## src/logic/dpvc_pkg.sv

```systemverilog
// Package of constants and types for the playback path control block
package dpvc_pkg;

    // ----------------------------------------------------------------
    // Register offsets
    // ----------------------------------------------------------------
    localparam logic [7:0] REG_RESERVED_A   = 8'h35;
    localparam logic [7:0] REG_PIN_CTRL     = 8'h36;
    localparam logic [7:0] REG_RESERVED_B   = 8'h37;
    localparam logic [7:0] REG_BLOCK_SEL    = 8'h3c;
    localparam logic [7:0] REG_RESERVED_C   = 8'h3d;
    localparam logic [7:0] REG_PATH_SETUP   = 8'h3f;
    localparam logic [7:0] REG_MUTE_COUPLE  = 8'h40;
    localparam logic [7:0] REG_LEFT_GAIN    = 8'h41;
    localparam logic [7:0] REG_RIGHT_GAIN   = 8'h42;

    // ----------------------------------------------------------------
    // Field positions
    // ----------------------------------------------------------------
    localparam int PIN_MODE_LSB    = 1;
    localparam int PIN_LEVEL_BIT   = 0;
    localparam int PWR_LEFT_BIT    = 7;
    localparam int PWR_RIGHT_BIT   = 6;
    localparam int SRC_LEFT_LSB    = 4;
    localparam int SRC_RIGHT_LSB   = 2;
    localparam int STEP_MODE_LSB   = 0;
    localparam int MUTE_LEFT_BIT   = 3;
    localparam int MUTE_RIGHT_BIT  = 2;
    localparam int COUPLE_LSB      = 0;

    // ----------------------------------------------------------------
    // Encodings
    // ----------------------------------------------------------------
    typedef enum logic [1:0] {
        PIN_OFF     = 2'b00,
        PIN_ON      = 2'b01,
        PIN_GENERAL = 2'b10,
        PIN_RSVD    = 2'b11
    } dpvc_pin_mode_t;

    typedef enum logic [1:0] {
        SRC_OFF   = 2'b00,
        SRC_SAME  = 2'b01,
        SRC_OTHER = 2'b10,
        SRC_MIX   = 2'b11
    } dpvc_src_t;

    typedef enum logic [1:0] {
        STEP_EVERY = 2'b00,
        STEP_TWO   = 2'b01,
        STEP_NONE  = 2'b10,
        STEP_RSVD  = 2'b11
    } dpvc_step_t;

    typedef enum logic [1:0] {
        CPL_INDEP  = 2'b00,
        CPL_L_OF_R = 2'b01,
        CPL_R_OF_L = 2'b10,
        CPL_INDEP2 = 2'b11
    } dpvc_couple_t;

    // ----------------------------------------------------------------
    // Reset values, block selector range and buffer depth
    // ----------------------------------------------------------------
    localparam logic [1:0] PIN_MODE_RST   = 2'h1;
    localparam logic [4:0] BLOCK_SEL_RST  = 5'h01;
    localparam logic [4:0] BLOCK_SEL_MIN  = 5'h01;
    localparam logic [4:0] BLOCK_SEL_MAX  = 5'h19;
    localparam logic [1:0] SRC_RST        = 2'h1;
    localparam logic [1:0] STEP_RST       = 2'h0;
    localparam logic       MUTE_RST       = 1'h1;
    localparam logic [1:0] COUPLE_RST     = 2'h0;
    localparam logic [7:0] GAIN_RST       = 8'h00;
    localparam logic [1:0] BUF_DEPTH      = 2'h2;

    localparam int SAMPLE_W = 16;

    typedef logic signed [SAMPLE_W-1:0] dpvc_sample_t;

    typedef struct packed {
        dpvc_sample_t left;
        dpvc_sample_t right;
    } dpvc_frame_t;

    typedef struct packed {
        logic [7:0] addr;
        logic [7:0] wdata;
        logic       wrEn;
        logic       rdEn;
    } dpvc_reg_req_t;

    typedef struct packed {
        logic       pwrLeft;
        logic       pwrRight;
        logic       muteLeft;
        logic       muteRight;
        logic [4:0] blockSel;
        logic       pinEnable;
        logic       pinGeneral;
        logic [7:0] gainLeft;
        logic [7:0] gainRight;
    } dpvc_ctrl_t;

endpackage

```

## src/logic/dpvc_top.sv

```systemverilog
// Playback path control registers, routing, mute and gain stepping
`timescale 1ns/10ps
//
// Function
// - Pin mode 00 off, 01 interface, 10 general input; read bit shows level, reads zero in mode 00.
// - Five-bit block selector, codes 1 to 25, reset to block one; writes store any five-bit code.
// - Setup bit 7 powers left channel up; reset powered down.
// - Setup bit 6 powers right channel up; reset powered down.
// - Left source off, left, right, or (L+R)/2; reset left.
// - Right source off, right, left, or (L+R)/2; reset right.
// - Stepping each sample, each two samples, or none; 11 not written, though a written 11 is stored and holds the applied gain.
// - Volume bit 3 mutes left channel; reset muted.
// - Volume bit 2 mutes right channel; reset muted.
// - Coupling 00/11 independent, 01 left follows right, 10 right follows left.
// - Compressor active forces independent gains; software programs coupling zero.
// - Left gain is two's-complement half-decibel steps, reset zero.
// - Right gain register, same encoding, reset zero.
module dpvc_top
    import dpvc_pkg::*;
(
    // Clock and reset
    input  wire logic          sys_clk,
    input  wire logic          rst_n,
    // Register port
    input  wire dpvc_reg_req_t regReq,
    output logic [7:0]         regRdata,
    // Pins and status
    input  wire logic          serialInPin,
    input  wire logic          compressorActive,
    // Sample input
    input  wire dpvc_frame_t   inFrame,
    input  wire logic          inValid,
    output logic               inReady,
    // Sample output
    output dpvc_frame_t        outFrame,
    output logic               outValid,
    input  wire logic          outReady,
    // Control to the converter
    output dpvc_ctrl_t         ctrl
);

    // ----------------------------------------------------------------
    // Reset release
    // ----------------------------------------------------------------
    logic [1:0] rstSync_r;
    logic       rstSyncN;

    always_ff @(posedge sys_clk or negedge rst_n) begin
        if (!rst_n) begin
            rstSync_r <= 2'b00;
        end else begin
            rstSync_r <= {rstSync_r[0], 1'b1};
        end
    end
    // Only the second stage feeds the design's reset
    assign rstSyncN = rstSync_r[1];

    // ----------------------------------------------------------------
    // State
    // ----------------------------------------------------------------
    typedef struct packed {
        logic [1:0]  pinMode;
        logic        pinEnable;
        logic        pinGeneral;
        logic [4:0]  blockSel;
        logic        pwrLeft;
        logic        pwrRight;
        logic [1:0]  srcLeft;
        logic [1:0]  srcRight;
        logic [1:0]  stepMode;
        logic        muteLeft;
        logic        muteRight;
        logic [1:0]  couple;
        logic [7:0]  gainLeft;
        logic [7:0]  gainRight;
        logic [7:0]  appLeft;
        logic [7:0]  appRight;
        logic        stepPhase;
        logic [7:0]  rdata;
        dpvc_frame_t buf0;
        dpvc_frame_t buf1;
        logic [1:0]  count;
        logic        inReady;
        logic        outValid;
    } dpvc_state_t;

    dpvc_state_t state_r;
    dpvc_state_t state_nxt;

    // ----------------------------------------------------------------
    // Helpers
    // ----------------------------------------------------------------
    function automatic logic [7:0] stepToward(input logic [7:0] cur, input logic [7:0] tgt);
        if ($signed(cur) < $signed(tgt)) begin
            stepToward = cur + 8'h01;
        end else if ($signed(cur) > $signed(tgt)) begin
            stepToward = cur - 8'h01;
        end else begin
            stepToward = cur;
        end
    endfunction

    function automatic dpvc_sample_t routeSample(input logic [1:0] src,
                                                 input dpvc_sample_t same,
                                                 input dpvc_sample_t other,
                                                 input logic mute);
        logic signed [SAMPLE_W:0] sum;
        sum = {same[SAMPLE_W-1], same} + {other[SAMPLE_W-1], other};
        case (src)
            SRC_OFF:   routeSample = '0;
            SRC_SAME:  routeSample = same;
            SRC_OTHER: routeSample = other;
            SRC_MIX:   routeSample = sum[SAMPLE_W:1];
            default:   routeSample = '0;
        endcase
        if (mute) begin
            routeSample = '0;
        end
    endfunction

    // ----------------------------------------------------------------
    // Next state
    // ----------------------------------------------------------------
    logic        accept;
    logic        pop;
    logic        stepNow;
    logic [7:0]  tgtLeft;
    logic [7:0]  tgtRight;
    dpvc_frame_t routed;
    logic        pinLevel;

    always_comb begin
        state_nxt = state_r;
        accept    = inValid && state_r.inReady;
        pop       = state_r.outValid && outReady;
        pinLevel  = (state_r.pinMode == PIN_OFF) ? 1'b0 : serialInPin;

        // ------------------------------------------------------------
        // Register writes
        // ------------------------------------------------------------
        if (regReq.wrEn) begin
            case (regReq.addr)
                REG_PIN_CTRL:    state_nxt.pinMode = regReq.wdata[PIN_MODE_LSB +: 2];
                REG_BLOCK_SEL:   state_nxt.blockSel = regReq.wdata[4:0];
                REG_PATH_SETUP: begin
                    state_nxt.pwrLeft  = regReq.wdata[PWR_LEFT_BIT];
                    state_nxt.pwrRight = regReq.wdata[PWR_RIGHT_BIT];
                    state_nxt.srcLeft  = regReq.wdata[SRC_LEFT_LSB +: 2];
                    state_nxt.srcRight = regReq.wdata[SRC_RIGHT_LSB +: 2];
                    state_nxt.stepMode = regReq.wdata[STEP_MODE_LSB +: 2];
                end
                REG_MUTE_COUPLE: begin
                    state_nxt.muteLeft  = regReq.wdata[MUTE_LEFT_BIT];
                    state_nxt.muteRight = regReq.wdata[MUTE_RIGHT_BIT];
                    state_nxt.couple    = regReq.wdata[COUPLE_LSB +: 2];
                end
                REG_LEFT_GAIN:   state_nxt.gainLeft = regReq.wdata;
                REG_RIGHT_GAIN:  state_nxt.gainRight = regReq.wdata;
                default:         ; // Reserved offsets keep nothing
            endcase
        end

        // ------------------------------------------------------------
        // Pin use decode
        // ------------------------------------------------------------
        // Registered so that the control outputs come from flops
        state_nxt.pinEnable  = (state_nxt.pinMode == PIN_ON);
        state_nxt.pinGeneral = (state_nxt.pinMode == PIN_GENERAL);

        // ------------------------------------------------------------
        // Register reads, one cycle latency
        // ------------------------------------------------------------
        if (regReq.rdEn) begin
            case (regReq.addr)
                REG_PIN_CTRL:    state_nxt.rdata = {5'h00, state_r.pinMode, pinLevel};
                REG_BLOCK_SEL:   state_nxt.rdata = {3'h0, state_r.blockSel};
                REG_PATH_SETUP:  state_nxt.rdata = {state_r.pwrLeft, state_r.pwrRight,
                                                    state_r.srcLeft, state_r.srcRight,
                                                    state_r.stepMode};
                REG_MUTE_COUPLE: state_nxt.rdata = {4'h0, state_r.muteLeft,
                                                    state_r.muteRight, state_r.couple};
                REG_LEFT_GAIN:   state_nxt.rdata = state_r.gainLeft;
                REG_RIGHT_GAIN:  state_nxt.rdata = state_r.gainRight;
                default:         state_nxt.rdata = 8'h00;
            endcase
        end

        // ------------------------------------------------------------
        // Gain targets with coupling
        // ------------------------------------------------------------
        tgtLeft  = state_r.gainLeft;
        tgtRight = state_r.gainRight;
        if (!compressorActive) begin
            if (state_r.couple == CPL_L_OF_R) begin
                tgtLeft = state_r.gainRight;
            end else if (state_r.couple == CPL_R_OF_L) begin
                tgtRight = state_r.gainLeft;
            end
        end

        // ------------------------------------------------------------
        // Gain stepping, one sample period per accepted frame
        // ------------------------------------------------------------
        stepNow = 1'b0;
        case (state_r.stepMode)
            STEP_EVERY: stepNow = accept;
            STEP_TWO: begin
                if (accept) begin
                    state_nxt.stepPhase = !state_r.stepPhase;
                    stepNow = state_r.stepPhase;
                end
            end
            // Reserved code holds the applied gain
            default:    stepNow = 1'b0;
        endcase
        if (state_r.stepMode == STEP_NONE) begin
            state_nxt.appLeft  = tgtLeft;
            state_nxt.appRight = tgtRight;
        end else if (stepNow) begin
            state_nxt.appLeft  = stepToward(state_r.appLeft, tgtLeft);
            state_nxt.appRight = stepToward(state_r.appRight, tgtRight);
        end

        // ------------------------------------------------------------
        // Routing and mute
        // ------------------------------------------------------------
        // Powered-down channel sends silence like a muted one
        routed.left  = routeSample(state_r.srcLeft, inFrame.left, inFrame.right,
                                   state_r.muteLeft || !state_r.pwrLeft);
        routed.right = routeSample(state_r.srcRight, inFrame.right, inFrame.left,
                                   state_r.muteRight || !state_r.pwrRight);

        // ------------------------------------------------------------
        // Two-entry buffer
        // ------------------------------------------------------------
        // Head moves up on a pop; a new frame fills the first free place
        if (pop) begin
            state_nxt.buf0 = state_r.buf1;
        end
        if (accept) begin
            if ((state_r.count == 2'h0) || (pop && state_r.count == 2'h1)) begin
                state_nxt.buf0 = routed;
            end else begin
                state_nxt.buf1 = routed;
            end
        end
        case ({accept, pop})
            2'b10:   state_nxt.count = state_r.count + 2'h1;
            2'b01:   state_nxt.count = state_r.count - 2'h1;
            default: state_nxt.count = state_r.count;
        endcase
        state_nxt.inReady  = (state_nxt.count != BUF_DEPTH);
        state_nxt.outValid = (state_nxt.count != 2'h0);
    end

    // ----------------------------------------------------------------
    // State register
    // ----------------------------------------------------------------
    always_ff @(posedge sys_clk or negedge rstSyncN) begin
        if (!rstSyncN) begin
            state_r           <= '0;
            state_r.pinMode   <= PIN_MODE_RST;
            state_r.pinEnable <= (PIN_MODE_RST == PIN_ON);
            state_r.pinGeneral <= (PIN_MODE_RST == PIN_GENERAL);
            state_r.blockSel  <= BLOCK_SEL_RST;
            state_r.srcLeft   <= SRC_RST;
            state_r.srcRight  <= SRC_RST;
            state_r.stepMode  <= STEP_RST;
            state_r.muteLeft  <= MUTE_RST;
            state_r.muteRight <= MUTE_RST;
            state_r.couple    <= COUPLE_RST;
            state_r.gainLeft  <= GAIN_RST;
            state_r.gainRight <= GAIN_RST;
            state_r.appLeft   <= GAIN_RST;
            state_r.appRight  <= GAIN_RST;
            state_r.inReady   <= 1'b1;
        end else begin
            state_r <= state_nxt;
        end
    end

    // ----------------------------------------------------------------
    // Outputs
    // ----------------------------------------------------------------
    assign regRdata       = state_r.rdata;
    assign inReady        = state_r.inReady;
    assign outValid       = state_r.outValid;
    assign outFrame       = state_r.buf0;
    assign ctrl = '{
        pwrLeft:    state_r.pwrLeft,
        pwrRight:   state_r.pwrRight,
        muteLeft:   state_r.muteLeft,
        muteRight:  state_r.muteRight,
        blockSel:   state_r.blockSel,
        pinEnable:  state_r.pinEnable,
        pinGeneral: state_r.pinGeneral,
        gainLeft:   state_r.appLeft,
        gainRight:  state_r.appRight
    };

endmodule // dpvc_top

```

## config.mk

```make
export PLATFORM = sky130hd
export DESIGN_NAME = dpvc_top
export DESIGN_NICKNAME = d
export VERILOG_FILES = /design/src/logic/dpvc_pkg.sv /design/src/logic/dpvc_top.sv
export SDC_FILE = /design/constraint.sdc
export NUM_CORES = 1
export LEC_CHECK = 0
export BUFFER_PORTS_ARGS = -buffer_cell sky130_fd_sc_hd__buf_4
export CORE_UTILIZATION = 50
export CTS_CLUSTER_DIAMETER = 150
export DETAILED_ROUTE_END_ITERATION = 12
export PLACE_DENSITY_LB_ADDON = 0.2
export SYNTH_ARGS = -nofsm -noshare
export SYNTH_HDL_FRONTEND = slang
export SYNTH_SLANG_ARGS = --single-unit
```

## constraint.sdc

```tcl
create_clock -name sys_clk -period 5 [get_ports sys_clk]
set_input_delay 1.5 -clock sys_clk [delete_from_list [all_inputs] [get_ports sys_clk]]
set_output_delay 1.5 -clock sys_clk [all_outputs]
set_load 0.05 [all_outputs]
```

==> run_results.csv <==
group,metric,value,unit
power,finalPower,4.99,mW
yosys,synth_warnings,0,
timing,slew_viol_final,0,
cts,post_cts_resized,0,
placed_design,post_dp_cell_area,9790,um^2
yosys,synthFlopType,"dfrtp_1",
placed_design,port-buffer-count,124,
yosys,synth_seq_cells,132,
setup_path,critical_path_arrival,5.00,ns
yosys,synth_cells,1037,
cts,cts_sinks,132,
placed_design,dp_hpwl,17600,um
setup_path,cp_cell_sequence,"buf_4 -> nor3b_1 -> buf_4 -> mux2i_1 -> ha_1 -> and3_1 -> a2111oi_0 -> nand3_1 -> nand2_1 -> xnor2_1 -> ha_1 -> or4_1 -> nor3_1 -> nand3_1 -> a31o_2 -> a211o_1",
finish,syn_to_final_growth,13.9,%
timing,worst_pin_slew,1.20,ns
yosys,synth-edff-count,0,
cts,clkLatencyLatePin,0.43,ns
floorplan,dieArea,18700,um^2
yosys,seq_area_frac_synth,36.5,%
drt,vias,8004,
yosys,ys_types,66,
timing,finalHoldViolations,0,
status,status,"completed",
setup_path,critPathMaxStageDelay,0.49,ns
floorplan,start_util,51.8,%
timing,grt_setup_unrepaired,"no",
finish,drive_gt1_share,22.4,%
grt,grt_max_degree,51,
power,vdd_drop_max,398,uV
placed_design,gp_congestion,0.919,
cts,clk_pin_slew,0.06,ns
floorplan,die_y,137,um
cts,hold_buffers,0,
finish,final_cell_mix,"buf_4 (151), dfrtp_1 (123), nand2_1 (117)",
drt,first_pass_iters,5,
floorplan,coreArea,17500,um^2
timing,period_minus_slack,4.68,ns
run,drv_cap,0,
finish,fin_area,10300,um^2
timing,clock_skew,0.00807,ns
finish,fin_nets,1178,
power,leakagePower,4.57,nW
hold_path,hold_path_class,"reg -> async",
grt,grt_pass1_vias,7378,
setup_path,cp-start-kind,"input port",
setup_path,slowest_stage,"a2111oi_0",
cts,cts.htree.levels,4,
finish,n_antenna_cell,0,
cts,clock_path_buffers,2,
grt,grt.total_usage,26.9,%
drt,routed_wl,24600,um
finish,mostFrequentLayoutCell,"buf_4",
finish,fin_util,59.0,%
drt,avgRoutedWirePerCell,18.6,um
cts,cts_setup_buffers,0,
yosys,synthesis.area,9080,um^2
yosys,synth.net_count,1131,
floorplan,std_cell_rows,48,
setup_path,setup.worst_path.end_class,"flop",
power,p_per_area,482,nW/um^2
setup_path,worst-endpoint-required,5.31,ns
grt,globalRouteOverflowTotal,0,
drt,ant_nets,0,
timing,fin_crit_sh,93.7,%
timing,tns,0,ns
cts,cts_root_buffer,"clkbuf_16",
setup_path,cp.buffers_inverters,2,
drt,via_per_inst,6.05,
drt,drt_iter0_markers,584,
setup_path,crit_fanout,5,
floorplan,num_io_pins,125,
cts,cts_tree,"built",
timing,max_freq,213,MHz
setup_path,criticalPathCategory,"in -> reg",
drt,drc,0,
setup_path,cp_top_family,"simple AND/OR/NAND/NOR gates",
timing,finalSetupViolations,0,
yosys,async_reset_ff_share,100,%
timing,max-slew-margin-rel,19.7,%
grt,antenna_found_initial,0,
floorplan,fp.dieW,137,um
cts,cts_buffers,17,
yosys,syn_area_per_cell,8.76,um^2
grt,grt_pass1_wl,38600,um
[path summary, 6_finish.rpt]
path | startpoint | to | slack, ns | cells past startpoint
min | rstSync_r[1] | state_r[97] | 0.32 | 0
max reg2reg | state_r[110] | ctrl[14] | 1.07 | 15
max in group asynchronous | rstSync_r[1] | state_r[4] | 3.64 | 1
min in group sys_clk | rstSync_r[0] | rstSync_r[1] | 0.35 | 0
min reg2reg | rstSync_r[1] | state_r[97] | 0.32 | 0
max | compressorActive | ctrl[14] | 0.32 | 16
[synth_stat cells (6+ instances only)]
library cell    n  area share [%]
o21ai_0        83             4.6
a22oi_1         6            0.50
inv_1          28             1.2
buf_4          67             5.5
a21o_1         12            0.99
dfstp_2         8             2.3
o22ai_1        14            0.96
nand4_1         9            0.62
nor4_1          6            0.41
a2111oi_0       7            0.68
or3_1          16             1.1
a211oi_1       27             2.2
xnor2_1         6            0.58
buf_1           6            0.25
dfrtp_1       124              34
and3_1         18             1.2
nand3_1        28             1.5
nor3_1         14            0.77
nor2_1         46             1.9
nor2b_1        16             1.1
nand2_1       117             4.8
mux2i_1        40             4.4
ha_1           37             5.1
a21oi_1        72             4.0
and2_1         27             1.9
mux2_2         38             4.7
nand2b_1        8            0.55
a31oi_1        19             1.3
a22o_1          8            0.77
clkbuf_1       47             1.9
[logic make-up after synthesis]
family                   synth area share, %
AO/OA/AOI/OAI                           21.4
XOR/XNOR                               0.771
adder cells (fa/ha/maj)                 5.32
buffers and inverters                   9.09
flip-flops                              36.5
multiplexers                            9.12
other                                 0.0413
AND/OR/NAND/NOR                         17.8
[layer usage]
metal | up-vias | GRT usage, % | routed length, um | share of wire, %
met2 | 285 | 45.4 | 12200 | 49
li1 | 3821 | - | - | -
met1 | 3856 | 33.5 | 10200 | 41
met5 | - | 0 | 0 | 0
met3 | 42 | 4.81 | 1550 | 6.3
met4 | 0 | 11.9 | 707 | 2.9
[state kept, by name, summed over array words and instances (netlist names)]
signal / flops
outFrame: 32
ctrl: 27
inReady: 1
state_r: 61
outValid: 1
regRdata: 8
rstSync_r: 2
[metrics by stage]
step / setup slack, ns / cells / hold slack, ns
floorplan: 0.0171 / 1037 / 0.331
global placement: 0.00484 / 1290 / 0.328
detailed placement: -0.0902 / 1290 / 0.324
CTS: 0.349 / 1322 / 0.337
global route: 0.0612 / 1322 / 0.355
finish: 0.315 / 1322 / 0.318
[worst register-to-register path, cell delays in order, from the launching register on]
cell and delay [ns]:
dfrtp_1 0.40, nor3b_1 0.22, buf_4 0.18, mux2i_1 0.29, ha_1 0.29, and3_1 0.19, a2111oi_0 0.49, nand3_1 0.17
nand2_1 0.10, xnor2_1 0.07, ha_1 0.20, or4_1 0.42, nor3_1 0.15, nand3_1 0.12, a31o_2 0.25, a211o_1 0.28
[layout make-up]
cell class / count / area (um^2)
sequential: 132 / 3320
inverter: 29 / 109
fill: 1577 / 7190
tap: 225 / 282
clock buffer: 19 / 443
multi-input combinational: 753 / 4950
timing repair buffer: 151 / 1130
clock inverter: 13 / 110
[report_power, final]
| group | switching (mW) | leakage (nW) | total [mW] | internal [mW] |
|---|---|---|---|---|
| registers | 0.239 | 1.72 | 1.52 | 1.28 |
| clock network | 0.488 | 0.273 | 1.18 | 0.693 |
| logic | 1.45 | 2.58 | 2.29 | 0.832 |
| total | 2.18 | 4.57 | 4.99 | 2.80 |
(Power assumes the default switching activity.)
